## src/hrpwm_pkg.sv

```systemverilog
// Constants and types for the fine-resolution dual-output PWM channel.
// Assumes a single 25 MHz system clock; used by hrpwm_top and hrpwm_edge.
package hrpwm_pkg;
  localparam int CNT_W  = 14;
  localparam int FINE_W = 4;
  localparam int POS_W  = CNT_W + FINE_W;
  localparam int ADJ_W  = 16;
  localparam int QCNT_W = CNT_W - 2;
  localparam int DUTY_W = 24;
  localparam int DUTY_FRAC = 23;
  localparam int CLK_HZ = 25000000;
  localparam logic [1:0] QUARTER_LAST = 2'h3;

  localparam logic [7:0] ADR_CTRL    = 8'h00;
  localparam logic [7:0] ADR_PERIOD  = 8'h04;
  localparam logic [7:0] ADR_A_RISE  = 8'h08;
  localparam logic [7:0] ADR_A_FALL  = 8'h0C;
  localparam logic [7:0] ADR_B_RISE  = 8'h10;
  localparam logic [7:0] ADR_B_FALL  = 8'h14;
  localparam logic [7:0] ADR_ADJUST  = 8'h18;
  localparam logic [7:0] ADR_SAMPLE  = 8'h1C;
  localparam logic [7:0] ADR_PHASE   = 8'h20;
  localparam logic [7:0] ADR_BLANK_A = 8'h24;
  localparam logic [7:0] ADR_BLANK_B = 8'h28;
  localparam logic [7:0] ADR_STATUS  = 8'h2C;

  localparam int HI_LSB = 16;
  localparam logic [CNT_W-1:0] PERIOD_RST = 14'h00FF;

  typedef struct packed {
    logic [18:0] rsvd;
    logic        closed_loop;
    logic [3:0]  int_div;
    logic        all_phase_clocks_enable;
    logic [1:0]  fine_step_scale;
    logic [1:0]  oversample;
    logic        fine_multi_output_enable;
    logic        polarity;
    logic        enable;
  } hrpwm_ctrl_type;

  localparam hrpwm_ctrl_type CTRL_RST = '0;
endpackage

```

## src/hrpwm_edge.sv

```systemverilog
// One edge comparator: target position plus signed adjust against the counter.
// Assumes counter and settings come from the same clock domain.
`timescale 1ns/1ns
`default_nettype none
module hrpwm_edge (
  input  wire logic [hrpwm_pkg::CNT_W-1:0]  cnt_i,
  input  wire logic [hrpwm_pkg::POS_W-1:0]  pos_i,
  input  wire logic [hrpwm_pkg::ADJ_W-1:0]  adj_i,
  input  wire logic [hrpwm_pkg::FINE_W-1:0] fine_mask_i,
  output logic                              hit_o,
  output logic [hrpwm_pkg::FINE_W-1:0]      fine_o
);
  logic signed [hrpwm_pkg::POS_W+1:0] tgt;
  logic [hrpwm_pkg::CNT_W-1:0]        coarse;

  always_comb
  begin
    // Signed adjust moves the edge both ways
    tgt = $signed({2'b00, pos_i}) + $signed(adj_i);
    coarse = tgt[hrpwm_pkg::POS_W-1:hrpwm_pkg::FINE_W];
    fine_o = tgt[hrpwm_pkg::FINE_W-1:0] & fine_mask_i;
    if (tgt < 0)
    begin
      coarse = '0;
      fine_o = '0;
    end
    else if (tgt[hrpwm_pkg::POS_W+1:hrpwm_pkg::POS_W] != 2'b00)
    begin
      coarse = '1;
    end
    hit_o = (cnt_i == coarse);
  end
endmodule
`default_nettype wire

```

## src/hrpwm_top.sv

```systemverilog
// Dual-output PWM channel with fine edge codes, Wishbone registers.
// Assumes clk_i is the PWM counting clock; sync_i comes from outside.
`timescale 1ns/1ns
`default_nettype none
module hrpwm_top (
  input  wire logic        clk_i,
  input  wire logic        rst_i,
  input  wire logic        wb_cyc_i,
  input  wire logic        wb_stb_i,
  input  wire logic        wb_we_i,
  input  wire logic [7:0]  wb_adr_i,
  input  wire logic [3:0]  wb_sel_i,
  input  wire logic [31:0] wb_dat_i,
  output logic      [31:0] wb_dat_o,
  output logic             wb_ack_o,
  input  wire logic [23:0] duty_i,
  input  wire logic        sync_i,
  output logic             pwm_a_o,
  output logic             pwm_b_o,
  output logic      [3:0]  fine_a_o,
  output logic      [3:0]  fine_b_o,
  output logic             sync_o,
  output logic             error_converter_start_o,
  output logic             blank_a_o,
  output logic             blank_b_o,
  output logic             period_irq_o,
  output logic             housekeeping_converter_start_o
);
  localparam int CW = hrpwm_pkg::CNT_W;
  localparam int PW = hrpwm_pkg::POS_W;
  localparam int AW = hrpwm_pkg::ADJ_W;
  localparam int QW = hrpwm_pkg::QCNT_W;
  localparam int FW = hrpwm_pkg::FINE_W;
  localparam int HL = hrpwm_pkg::HI_LSB;
  localparam int DUTY_W_M = hrpwm_pkg::DUTY_FRAC - 1;

  hrpwm_pkg::hrpwm_ctrl_type ctrl_q;
  hrpwm_pkg::hrpwm_ctrl_type ctrl_w;
  logic [CW-1:0] period_shadow_q;
  logic [CW-1:0] period_q;
  logic [CW-1:0] a_rise_q;
  logic [PW-1:0] a_fall_q;
  logic [PW-1:0] b_rise_q;
  logic [PW-1:0] b_fall_q;
  logic [AW-1:0] adj_a_q;
  logic [AW-1:0] adj_b_q;
  logic [QW-1:0] samp1_q;
  logic [QW-1:0] samp2_q;
  logic [CW-1:0] phase_q;
  logic [CW-1:0] blk_a_beg_q;
  logic [CW-1:0] blk_a_end_q;
  logic [CW-1:0] blk_b_beg_q;
  logic [CW-1:0] blk_b_end_q;
  logic [CW-1:0] cnt_q;
  logic [1:0]    qdiv_q;
  logic          sync1_q;
  logic          sync2_q;
  logic          sync3_q;
  logic [QW-1:0] next_samp_q;
  logic [3:0]    samp_k_q;
  logic [7:0]    pcnt_q;
  logic          a_q;
  logic          b_q;

  logic          wb_req;
  logic          wr;
  logic [31:0]   rd_d;
  logic          sync_rise;
  logic          wrap;
  logic          run;
  logic          q_en;
  logic          hr_on;
  logic [FW-1:0] fmask;
  logic [PW-1:0] ontime;
  logic [7:0]    div_cnt;
  logic          samp1_hit;
  logic          samp2_hit;
  logic [3:0]    os_n;
  logic [QW-1:0] os_step;
  logic          a_d;
  logic          b_d;
  logic [PW-1:0] pos [4];
  logic [AW-1:0] adj [4];
  logic [3:0]    hit;
  logic [FW-1:0] fine [4];
  logic [31:0]   wm;
  logic [47:0]   prod;

  function automatic logic [31:0] merge(input logic [31:0] old_v, input logic [31:0] new_v,
                                        input logic [3:0] sel);
    logic [31:0] r;
    r = old_v;
    for (int i = 0; i < 4; i++)
    begin
      if (sel[i])
      begin
        r[8*i +: 8] = new_v[8*i +: 8];
      end
    end
    return r;
  endfunction

  function automatic logic [7:0] div_lookup(input logic [3:0] s);
    case (s)
      4'h1:    div_lookup = 8'h00;
      4'h2:    div_lookup = 8'h01;
      4'h3:    div_lookup = 8'h03;
      4'h4:    div_lookup = 8'h07;
      4'h5:    div_lookup = 8'h0F;
      4'h6:    div_lookup = 8'h1F;
      4'h7:    div_lookup = 8'h2F;
      4'h8:    div_lookup = 8'h3F;
      4'h9:    div_lookup = 8'h4F;
      4'hA:    div_lookup = 8'h5F;
      4'hB:    div_lookup = 8'h7F;
      4'hC:    div_lookup = 8'h9F;
      4'hD:    div_lookup = 8'hBF;
      4'hE:    div_lookup = 8'hDF;
      default: div_lookup = 8'hFF;
    endcase
  endfunction

  // Bus access
  assign wb_req = wb_cyc_i & wb_stb_i & ~wb_ack_o;
  assign wr     = wb_req & wb_we_i;

  always_ff @(posedge clk_i)
  begin
    if (rst_i)
    begin
      wb_ack_o <= 1'b0;
      wb_dat_o <= 32'h0000_0000;
    end
    else
    begin
      wb_ack_o <= wb_req;
      wb_dat_o <= (wb_req & ~wb_we_i) ? rd_d : 32'h0000_0000;
    end
  end

  always_comb
  begin
    case (wb_adr_i)
      hrpwm_pkg::ADR_CTRL:    rd_d = ctrl_q;
      hrpwm_pkg::ADR_PERIOD:  rd_d = 32'(period_shadow_q);
      hrpwm_pkg::ADR_A_RISE:  rd_d = 32'(a_rise_q);
      hrpwm_pkg::ADR_A_FALL:  rd_d = 32'(a_fall_q);
      hrpwm_pkg::ADR_B_RISE:  rd_d = 32'(b_rise_q);
      hrpwm_pkg::ADR_B_FALL:  rd_d = 32'(b_fall_q);
      hrpwm_pkg::ADR_ADJUST:  rd_d = {adj_b_q, adj_a_q};
      hrpwm_pkg::ADR_SAMPLE:  rd_d = {4'h0, samp2_q, 4'h0, samp1_q};
      hrpwm_pkg::ADR_PHASE:   rd_d = 32'(phase_q);
      hrpwm_pkg::ADR_BLANK_A: rd_d = {2'b00, blk_a_end_q, 2'b00, blk_a_beg_q};
      hrpwm_pkg::ADR_BLANK_B: rd_d = {2'b00, blk_b_end_q, 2'b00, blk_b_beg_q};
      hrpwm_pkg::ADR_STATUS:  rd_d = {8'h00, pcnt_q, b_q, a_q, cnt_q};
      default:                rd_d = 32'h0000_0000;
    endcase
  end

  // Byte-lane merge into the addressed word
  always_comb
  begin
    wm          = merge(rd_d, wb_dat_i, wb_sel_i);
    ctrl_w      = wm;
    ctrl_w.rsvd = '0;
  end

  // Register writes
  always_ff @(posedge clk_i)
  begin
    if (rst_i)
    begin
      ctrl_q          <= hrpwm_pkg::CTRL_RST;
      period_shadow_q <= hrpwm_pkg::PERIOD_RST;
      a_rise_q        <= '0;
      a_fall_q        <= '0;
      b_rise_q        <= '0;
      b_fall_q        <= '0;
      adj_a_q         <= '0;
      adj_b_q         <= '0;
      samp1_q         <= '0;
      samp2_q         <= '0;
      phase_q         <= '0;
      blk_a_beg_q     <= '0;
      blk_a_end_q     <= '0;
      blk_b_beg_q     <= '0;
      blk_b_end_q     <= '0;
    end
    else if (wr)
    begin
      case (wb_adr_i)
        hrpwm_pkg::ADR_CTRL:   ctrl_q             <= ctrl_w;
        hrpwm_pkg::ADR_PERIOD: period_shadow_q    <= wm[CW-1:0];
        hrpwm_pkg::ADR_A_RISE: a_rise_q           <= wm[CW-1:0];
        hrpwm_pkg::ADR_A_FALL: a_fall_q           <= wm[PW-1:0];
        hrpwm_pkg::ADR_B_RISE: b_rise_q           <= wm[PW-1:0];
        hrpwm_pkg::ADR_B_FALL: b_fall_q           <= wm[PW-1:0];
        hrpwm_pkg::ADR_ADJUST: {adj_b_q, adj_a_q} <= wm;
        hrpwm_pkg::ADR_SAMPLE:
        begin
          samp1_q <= wm[QW-1:0];
          samp2_q <= wm[HL +: QW];
        end
        hrpwm_pkg::ADR_PHASE:  phase_q <= wm[CW-1:0];
        hrpwm_pkg::ADR_BLANK_A:
        begin
          blk_a_beg_q <= wm[CW-1:0];
          blk_a_end_q <= wm[HL +: CW];
        end
        hrpwm_pkg::ADR_BLANK_B:
        begin
          blk_b_beg_q <= wm[CW-1:0];
          blk_b_end_q <= wm[HL +: CW];
        end
        default: ;
      endcase
    end
  end

  // Sync input synchroniser
  always_ff @(posedge clk_i)
  begin
    if (rst_i)
    begin
      sync1_q <= 1'b0;
      sync2_q <= 1'b0;
      sync3_q <= 1'b0;
    end
    else
    begin
      sync1_q <= sync_i;
      sync2_q <= sync1_q;
      sync3_q <= sync2_q;
    end
  end
  assign sync_rise = sync2_q & ~sync3_q;

  // Time base
  assign run  = ctrl_q.enable;
  assign wrap = cnt_q >= period_q;

  always_ff @(posedge clk_i)
  begin
    if (rst_i)
    begin
      cnt_q <= '0;
    end
    else if (~run | sync_rise | wrap)
    begin
      cnt_q <= '0;
    end
    else
    begin
      cnt_q <= cnt_q + 1'b1;
    end
  end

  always_ff @(posedge clk_i)
  begin
    if (rst_i)
    begin
      period_q <= hrpwm_pkg::PERIOD_RST;
    end
    else if (~run | wrap)
    begin
      period_q <= period_shadow_q;
    end
  end

  // Quarter-rate enable
  always_ff @(posedge clk_i)
  begin
    if (rst_i)
    begin
      qdiv_q <= 2'h0;
    end
    else
    begin
      qdiv_q <= qdiv_q + 1'b1;
    end
  end
  assign q_en = (qdiv_q == hrpwm_pkg::QUARTER_LAST);

  // Sample triggers with oversampling
  assign os_n      = 4'h1 << ctrl_q.oversample;
  assign os_step   = period_q[CW-1:2] >> ctrl_q.oversample;
  assign samp1_hit = run & q_en & (samp_k_q < os_n) & (cnt_q[CW-1:2] == next_samp_q);
  assign samp2_hit = run & q_en & (cnt_q[CW-1:2] == samp2_q);

  always_ff @(posedge clk_i)
  begin
    if (rst_i)
    begin
      next_samp_q <= '0;
      samp_k_q    <= 4'h0;
    end
    else if (~run | wrap | sync_rise)
    begin
      next_samp_q <= samp1_q;
      samp_k_q    <= 4'h0;
    end
    else if (samp1_hit)
    begin
      next_samp_q <= next_samp_q + os_step;
      samp_k_q    <= samp_k_q + 1'b1;
    end
  end

  // Period interrupt divider
  assign div_cnt = div_lookup(ctrl_q.int_div);

  always_ff @(posedge clk_i)
  begin
    if (rst_i)
    begin
      pcnt_q       <= 8'h00;
      period_irq_o <= 1'b0;
      housekeeping_converter_start_o <= 1'b0;
    end
    else
    begin
      period_irq_o <= 1'b0;
      housekeeping_converter_start_o <= 1'b0;
      if (~run | (ctrl_q.int_div == 4'h0))
      begin
        pcnt_q <= 8'h00;
      end
      else if (wrap)
      begin
        if (pcnt_q >= div_cnt)
        begin
          pcnt_q       <= 8'h00;
          period_irq_o <= 1'b1;
          housekeeping_converter_start_o <= 1'b1;
        end
        else
        begin
          pcnt_q <= pcnt_q + 1'b1;
        end
      end
    end
  end

  // Fine resolution setup
  assign hr_on = ctrl_q.fine_multi_output_enable & ctrl_q.all_phase_clocks_enable;

  always_comb
  begin
    case (ctrl_q.fine_step_scale)
      2'h0:    fmask = 4'hF;
      2'h1:    fmask = 4'hE;
      2'h2:    fmask = 4'hC;
      default: fmask = 4'h8;
    endcase
    if (~hr_on)
    begin
      fmask = 4'h0;
    end
  end

  // Duty to on-time in fine steps
  always_comb
  begin
    prod   = 48'(duty_i[DUTY_W_M:0]) * 48'({period_q, 4'h0});
    ontime = prod[hrpwm_pkg::DUTY_FRAC +: PW];
    if (duty_i[hrpwm_pkg::DUTY_W-1])
    begin
      ontime = '0;
    end
  end

  // Edge positions
  assign pos[0] = {a_rise_q, 4'h0};
  assign pos[1] = ctrl_q.closed_loop ? {a_rise_q, 4'h0} + ontime : a_fall_q;
  assign pos[2] = b_rise_q;
  assign pos[3] = b_fall_q;
  assign adj[0] = '0;
  assign adj[1] = adj_a_q;
  assign adj[2] = '0;
  assign adj[3] = adj_b_q;

  generate
    for (genvar i = 0; i < 4; i++)
    begin : g_edge
      hrpwm_edge u_edge (
        .cnt_i       (cnt_q),
        .pos_i       (pos[i]),
        .adj_i       (adj[i]),
        .fine_mask_i ((i == 0) ? 4'h0 : fmask),
        .hit_o       (hit[i]),
        .fine_o      (fine[i])
      );
    end
  endgenerate

  // Output levels
  always_comb
  begin
    a_d = a_q;
    b_d = b_q;
    if (hit[0])
    begin
      a_d = 1'b1;
    end
    if (hit[1])
    begin
      a_d = 1'b0;
    end
    if (hit[2])
    begin
      b_d = 1'b1;
    end
    if (hit[3])
    begin
      b_d = 1'b0;
    end
    if (~run)
    begin
      a_d = 1'b0;
      b_d = 1'b0;
    end
  end

  always_ff @(posedge clk_i)
  begin
    if (rst_i)
    begin
      a_q      <= 1'b0;
      b_q      <= 1'b0;
      pwm_a_o  <= 1'b0;
      pwm_b_o  <= 1'b0;
      fine_a_o <= 4'h0;
      fine_b_o <= 4'h0;
    end
    else
    begin
      a_q     <= a_d;
      b_q     <= b_d;
      pwm_a_o <= a_d ^ ctrl_q.polarity;
      pwm_b_o <= b_d ^ ctrl_q.polarity;
      if (~hr_on)
      begin
        fine_a_o <= 4'h0;
      end
      else if (run & hit[1])
      begin
        fine_a_o <= fine[1];
      end
      else if (run & hit[0])
      begin
        fine_a_o <= fine[0];
      end
      if (~hr_on)
      begin
        fine_b_o <= 4'h0;
      end
      else if (run & hit[3])
      begin
        fine_b_o <= fine[3];
      end
      else if (run & hit[2])
      begin
        fine_b_o <= fine[2];
      end
    end
  end

  // Sync, sample and blanking outputs
  always_ff @(posedge clk_i)
  begin
    if (rst_i)
    begin
      sync_o    <= 1'b0;
      error_converter_start_o <= 1'b0;
      blank_a_o <= 1'b0;
      blank_b_o <= 1'b0;
    end
    else
    begin
      sync_o <= run & (cnt_q == phase_q);
      error_converter_start_o <= samp1_hit | samp2_hit;
      if (~run | (run & cnt_q == blk_a_end_q))
      begin
        blank_a_o <= 1'b0;
      end
      else if (cnt_q == blk_a_beg_q)
      begin
        blank_a_o <= 1'b1;
      end
      if (~run | (run & cnt_q == blk_b_end_q))
      begin
        blank_b_o <= 1'b0;
      end
      else if (cnt_q == blk_b_beg_q)
      begin
        blank_b_o <= 1'b1;
      end
    end
  end
endmodule
`default_nettype wire

```

## config.mk

```make
export PLATFORM = sky130hd
export DESIGN_NAME = hrpwm_top
export DESIGN_NICKNAME = d
export VERILOG_FILES = /design/src/hrpwm_pkg.sv /design/src/hrpwm_edge.sv /design/src/hrpwm_top.sv
export SDC_FILE = /design/constraint.sdc
export NUM_CORES = 2
export LEC_CHECK = 0
export ABC_AREA = 1
export ABC_CLOCK_PERIOD_IN_PS = 14600
export BUFFER_PORTS_ARGS = -buffer_cell sky130_fd_sc_hd__buf_4
export CORE_MARGIN = 2
export CORE_UTILIZATION = 35
export CTS_BUF_LIST = sky130_fd_sc_hd__clkbuf_8
export DETAILED_ROUTE_END_ITERATION = 12
export GPL_TIMING_DRIVEN = 0
export HOLD_SLACK_MARGIN = 0.12
export PLACE_DENSITY_LB_ADDON = 0.25
export SYNTH_ARGS = -nofsm -noshare
export SYNTH_HDL_FRONTEND = slang
export SYNTH_HIERARCHICAL = 1
export SYNTH_SLANG_ARGS = --single-unit
```

## constraint.sdc

```tcl
create_clock -name clk_i -period 14.6 [get_ports clk_i]
set_input_delay 0 -clock clk_i [delete_from_list [all_inputs] [get_ports clk_i]]
set_output_delay 0 -clock clk_i [all_outputs]
set_load 0.1 [all_outputs]
```

### After elaboration in Yosys (flattened, before gate mapping)

Memories as Yosys holds them, arrays and structs flattened. A register that Yosys moved wholly into a read port is not among the register bits.
Index checks and enable logic that the tools add are counted.
W data, S select, Z words.

| word-level totals | value |
|---|---|
| bits in registers | 328 |
| latch bits | 0 |
| memory bits (writable) | 0 |
| memory bits (read-only) | 128 |
| input bits | 74 |
| output and inout port bits | 49 |
| word-level logic and storage cells | 186 |
| memories | 1 |

Memory list:

| memory | depth | bits a word | rd ports | clocked after Yosys merged registers in | write ports | RTL line | text |
|---|---|---|---|---|---|---|---|
| (name not given) | 16 | 8 | 1 | 1 | 0 | hrpwm_top.sv:104 | `case (s)` |

| operators by class | value |
|---|---|
| add/sub/neg operators | 8 |
| $mul | 1 |
| div/mod/pow operators | 0 |
| $lt $le $gt $ge | 7 |
| eq/ne operators | 25 |
| shifts and indexed selects | 2 |
| muxes and demuxes | 34 |
| bitwise operators | 37 |
| reductions and logical operators | 27 |

Operator list:

| operator | count |
|---|---|
| $pmux W32 S12 | 1 |
| $eq A14 B14 Y1 | 9 |
| $mux W14 | 6 |
| $add A19 B16 Y20 | 2 |
| $lt A20 B1 Y1 const B | 2 |
| $mux W4 | 10 |
| $mux W8 | 5 |
| $mul A23 B14 Y37 | 1 |
| $lt A18 B1 Y1 const B | 2 |
| $mux W18 | 2 |
| $eq A8 B5 Y1 const B | 4 |
| $eq A8 B6 Y1 const B | 4 |
| $eq A12 B12 Y1 | 2 |
| $mux W12 | 2 |
| $reduce_and A2 Y1 | 11 |
| $add A18 B18 Y18 | 1 |
| $and A1 B1 Y1 | 17 |
| $eq A8 B4 Y1 const B | 2 |
| $add A14 B1 Y14 const B | 1 |
| $ge A14 B14 Y1 | 1 |
| $reduce_or A2 Y1 | 7 |
| $add A12 B12 Y12 | 1 |
| $and A4 B4 Y4 | 3 |
| $shr A12 B2 Y12 | 1 |
| other kinds (19) | 44 |

### Depth between registers and ports, before layout

| logic depth | value |
|---|---|
| word-level depth | 12 |
| depth in mapped cells | 61 |
| depth with buffers taken out | 59 |

### By module

Netlist, hierarchy kept.

Modules (own cells, without submodules):

| module | times used | cells each | area each (um^2) |
|---|---|---|---|
| hrpwm_top | 1 | 3998 | 28493.6 |
| hrpwm_edge | 4 | 345 | 1742.9 |

### Worst setup path before layout

No wires, ideal clock.

| timing | value |
|---|---|
| path kind | flip-flop to flip-flop |
| from | reg period_q[5] |
| to | reg fine_a_o[0] |
| setup time | 0.071 ns |
| arrival time | 8.965 ns |
| data required time | 14.529 ns |
| setup slack | 5.564 ns |
| cell stages (with the launch flop) | 53 |
| clock period less this slack | 9.036 ns |
| cells stage by stage | dfxtp_1 clkbuf_1 clkbuf_1 nand2_1 fa_1 fa_1 inv_1 fa_1 fa_1 fa_1 inv_1 fa_1 inv_1 ha_1 a21o_1 o21bai_1 nand2_1 nand2_1 (+17 left out) nand2_1 inv_1 nand2_1 nand2_1 a21oi_1 nand4_1 nand2_4 buf_8 o21ai_1 nand2_1 nand2_1 nor2_1 nand3_1 nor2_1 nand2_1 nand2_1 o21ai_0 a21oi_1 |

RTL lines:

| what | RTL line | text |
|---|---|---|
| from (decl) | hrpwm_top.sv:40 | `logic [CW-1:0] period_q;` |
| from (signal assigned) | hrpwm_top.sv:262 | `period_q <= hrpwm_pkg::PERIOD_RST;` |
| from (signal assigned) | hrpwm_top.sv:266 | `period_q <= period_shadow_q;` |
| to (signal assigned) | hrpwm_top.sv:447 | `fine_a_o <= fine[1];` |
| to (signal assigned) | hrpwm_top.sv:451 | `fine_a_o <= fine[0];` |
| to (decl) | hrpwm_top.sv:20 | `output logic [3:0] fine_a_o,` |

==> results.md <==
- The flow ran to the end, and the final reports show no timing, DRC or antenna violations.
- The fill cell instance count of the final layout is roughly 11,000.
- The switching share of power is 47.97%.
- The net count of the finished layout is 6,220.
- The number of antenna violations at the first check in global routing was 1.
- roughly 120 I/O pins were placed.
- The floorplan has ~120 rows.
- The worst-margin pin slew is between 1000 and 1500 ps.
- The via count of the first global-routing pass is around 35,000.
- Yosys printed 6 warnings.
- The total standard cell area after synthesis is around 35,000 µm².
- The type of the worst min-delay path is in2reg.
- For this design the total switching power over the nets is ~2 mW.
- The worst-case vdd ir drop is 0.0001709 V.
- The longest individual stage delay on the worst path is 610 ps.
- The worst path in the final design needs a cycle of ~11,000 ps, including I/O delays and setup.
- The kind of critical path is reg2reg.
- Across every metal layer, demand over resource in global routing totals 26.74%.
- The non-filler instance count after layout is between 7,000 and 8,000.
- The first global-routing pass estimated 210,800 µm of wire.
- The normalized max-slew margin is 5.533%.
- The area of the core region is 100,300 µm².
- STA puts the critical path data arrival time at 11,920 ps.
- The worst hold path passes through 4 cells.
- The required time at the endpoint of the critical path is 15,160 ps.
- In this run, CTS created clock tree buffers numbering 54.
- After synthesis, flip-flops and latches occupy a little under a fifth of the total area.
- The number of enable flip-flop cells after synthesis is 0.
- The max-slew violation total from the final report was 0.
- Clock-pin slew was measured on the worst setup and hold paths at about 60 ps.
- The nature of the critical path startpoint is a flip-flop.
- The die is 322.3 µm tall.
- The post-synthesis register bit count is 336.
- The number of sinks on the clock net is 336.
- The initial utilization of the core area, before any placement, comes to 35.36%.
- The count of antenna-violating nets left after detailed routing is 0.
- The pin count of the biggest net entering global routing is 17.
- The die width is 322.3 µm.
- The count of H-tree levels built during CTS is 2.
- The number of vias per cell after detailed routing is 5.116.
- Among the stages of the critical path, the cell type that occurs most often is nand2_1.
- The count of buffers added on input and output ports is between 100 and 150.
- Once placement completed, the tool counted placed cells totaling 6,912.
- In this run the power density over the cells is roughly 110 nW/µm².
- In the detailed route, the total length drawn on met2 is 62,740 µm.
- The number of failing setup endpoints in the final timing report is 0.
- The number of cells produced by synthesis is 5,378.
- The count of maximum capacitance violations is 0.
- Together, buffers and inverters on the worst path number 9.
- For this run, asynchronously set or reset flops after synthesis account for 0%.
- The slowest library cell on the worst path is clkbuf_1.
- The final number of hold-violating endpoints came to 0.
- Sequential cells account for 21.7% of the total power.
- The detailed router put a total of 59,330 µm of wire on met1.
- The tree is rooted in a clkbuf_8.
- The detailed router finished its first iteration with 3,283 violations.
- The average wire length per cell after detail routing is 19.90 µm.
- Summing over every cut layer, the via total after detailed routing is 36,110.
- The maximum clock insertion buffer count is 3.
- Per report_power, the combinational group accounts for roughly 60% of the total.
- Compared with the post-synthesis result, the final layout area differs by 12.27%.
- The clock network is responsible for 19.5% of the overall power.
- Along the worst path, the maximum fanout reaches 10.
- The number of unique standard cell types used by synthesis is between 60 and 70.
- Wire segments on met3 add up to ~11,000 µm in the final route.
- The reported leakage power is 21.12 nW.
- The upper clock frequency limit is 0.08801 GHz.
- The overall overflow remaining after global route is 0.
- The wire length after detailed routing is 140,500 µm.
- The core occupancy in the finished layout is 39.70%.
- The residual DRC count is 0.
- The source-to-sink clock delay at the later pin of the worst-skew pair is 660 ps.
- The highest metal layer with signal wires is met4.
- Of the cells placed in the final design, the portion with a size suffix greater than 1 is 7.351%.
- The internal power is 2.206 mW.
- The average size of a mapped cell is roughly 6.6 µm².
- The maximum clock skew at final layout is 44.47 ps.
- The portion of the clock cycle consumed by the worst path in the final layout is 77.83%.
- The CTS tree is done.
- For the worst flop-to-flop path, the logic depth is 52.
- The congestion estimate from routability-driven global placement came to about 1.
- The worst setup path is captured at a flip-flop.
- After routing, the total negative slack on setup checks comes to 0 ps.
- Counting buffers and inverters, the worst setup path is between 50 and 60 cells deep.
- The first detailed-routing pass took 8 iterations.
- The die covers approximately 100,000 µm².
- Setup repair after global routing left no endpoint under its margin.
- The detailed-placement wirelength estimate is 111,800 µm.
- The worst hold slack is 164.4 ps.
- The category of cells accounting for the largest share of critical-path delay is adder cells.
- The most used flip-flop cell after synthesis is dfxtp_1.
- Overall power consumption after layout is estimated at ~4.2 mW.
==> cells in the final DEF, fill, tap and decap left out, drive strengths merged, types with 7 or more instances in the layout <==
| cell | synthesis | layout |
|---|---|---|
| nand2 | 1368 | 1368 |
| inv | 1159 | 1181 |
| o21ai | 432 | 432 |
| nor2 | 378 | 378 |
| a21oi | 371 | 371 |
| dfxtp | 336 | 336 |
| fa | 254 | 254 |
| ha | 233 | 233 |
| clkbuf | 128 | 195 |
| nand3 | 194 | 194 |
| buf | 69 | 190 |
| o22ai | 83 | 83 |
| xor2 | 66 | 66 |
| o211ai | 63 | 63 |
| conb | 1 | 57 |
| dlygate4sd3 | 0 | 48 |
| nand4 | 34 | 34 |
| nor3 | 29 | 29 |
| xnor2 | 28 | 28 |
| a31oi | 20 | 20 |
| o21bai | 18 | 18 |
| nor4 | 17 | 17 |
| a221oi | 14 | 14 |
| or2 | 13 | 13 |
| clkinv | 7 | 13 |
| nor3b | 8 | 8 |
| a211oi | 8 | 8 |
| o221ai | 7 | 7 |
| a21o | 7 | 7 |
==> final timing paths <==
path | from | endpoint | slack [ps]
worst max-delay path | period_q[2] | pwm_a_o | 3240
worst min-delay path | sync_i | sync1_q | 160
worst max register to register | period_q[2] | pwm_a_o | 3240
worst min register to register | sync1_q | sync2_q | 420
==> layer usage <==
metal	up-vias	GRT usage, %
met5	-	0
met4	0	12.68
met3	335	3.673
met2	1486	43.87
met1	16960	34.64
li1	17340	-
==> cells by family (layout without fill, tap and decap cells) <==
kind of cell	after synthesis	count (layout)	synth area share, %
and+or+nand+nor	2046	2046	24.34
buffers and inverters	1363	1629	15.19
AOI/OAI and AO/OA	1051	1051	16.61
adders and majority gates	487	487	22.56
DFF	336	336	18.97
xor gates and xnor gates	94	94	2.321
other	1	59	0.01057
==> Yosys cell counts, types with 9 or more instances <==
cell      count  share of area, %
a21oi_2       9              0.22
nand2_1    1336                14
xor2_1       66               1.6
clkbuf_1    126               1.3
nor2_1      334               3.5
o21ai_1      68              0.96
inv_1      1124                12
inv_2        32              0.34
nor2_2       26              0.46
a221oi_1     14              0.35
nor3_1       27              0.38
fa_1        254                14
o21ai_0     361               5.1
o22ai_1      83               1.5
o21bai_1     18              0.38
nand4_1      34              0.60
buf_1         9             0.095
dfxtp_1     336                19
nor2_4       16              0.51
a21oi_1     361               5.1
ha_1        233               8.2
o211ai_1     63               1.3
buf_6        20              0.64
xnor2_1      28              0.69
buf_2        27              0.38
or2_2        12              0.21
a31oi_1      20              0.35
nand3_2      13              0.37
nand3_1     176               2.5
nand2_2      27              0.48
buf_4         9              0.19
nor4_1       17              0.30
==> tightest hold or removal path: stages <==
cell	delay, ps
dlygate4sd3_1	530
buf_4	100
inv_1	30
nor2_1	90
==> power by group through the flow <==
stage | Sequential [mW] | Combinational [mW] | Clock (mW)
global placement | 0.939 | 2.46 | 0
detailed placement | 0.939 | 2.45 | 0
CTS | 0.919 | 2.49 | 0.828
floorplan | 0.940 | 1.74 | 0
global route | 0.918 | 2.84 | 0.865
finish | 0.919 | 2.49 | 0.828
==> timing repair <==
action / 4_1_cts / 5_1_grt
hold buffers: 48 / 0
setup buffers: 0 / 0
hold endpoints to repair: 113 / 0
resized for setup: 0 / 0
==> flip-flops by register name, summed over array words and instances (netlist names), 14 cells and up <==
register,flops
a_fall_q,18
a_rise_q,14
adj_a_q,16
adj_b_q,16
b_fall_q,18
b_rise_q,18
blk_a_beg_q,14
blk_a_end_q,14
blk_b_beg_q,14
blk_b_end_q,14
cnt_q,14
period_q,14
period_shadow_q,14
phase_q,14
wb_dat_o,32
==> final cells by class <==
| cell class | count | area [µm²] | area share [%] |
|---|---|---|---|
| Clock buffer | 67 | 922.1 | 2.316 |
| Antenna cell | 2 | 5.005 | 0.01257 |
| Clock inverter | 30 | 127.6 | 0.3205 |
| Multi-Input combinational cell | 3735 | 23560 | 59.17 |
| Sequential cell | 336 | 6726 | 16.89 |
| Timing Repair Buffer | 169 | 1389 | 3.488 |
| Inverter | 1166 | 4384 | 11.01 |
| Tap cell | 1357 | 1698 | 4.264 |
| Buffer | 197 | 1005 | 2.523 |
==> through the flow <==
step                      setup WS, ps  area (µm²)
after CTS                         3280       39810
after detailed placement          3312       38280
final                             3238       39820
after global placement            3321       38280
after global routing              2306       39810
after floorplan                   5564       35680
Power figures use the tool's default switching activity.
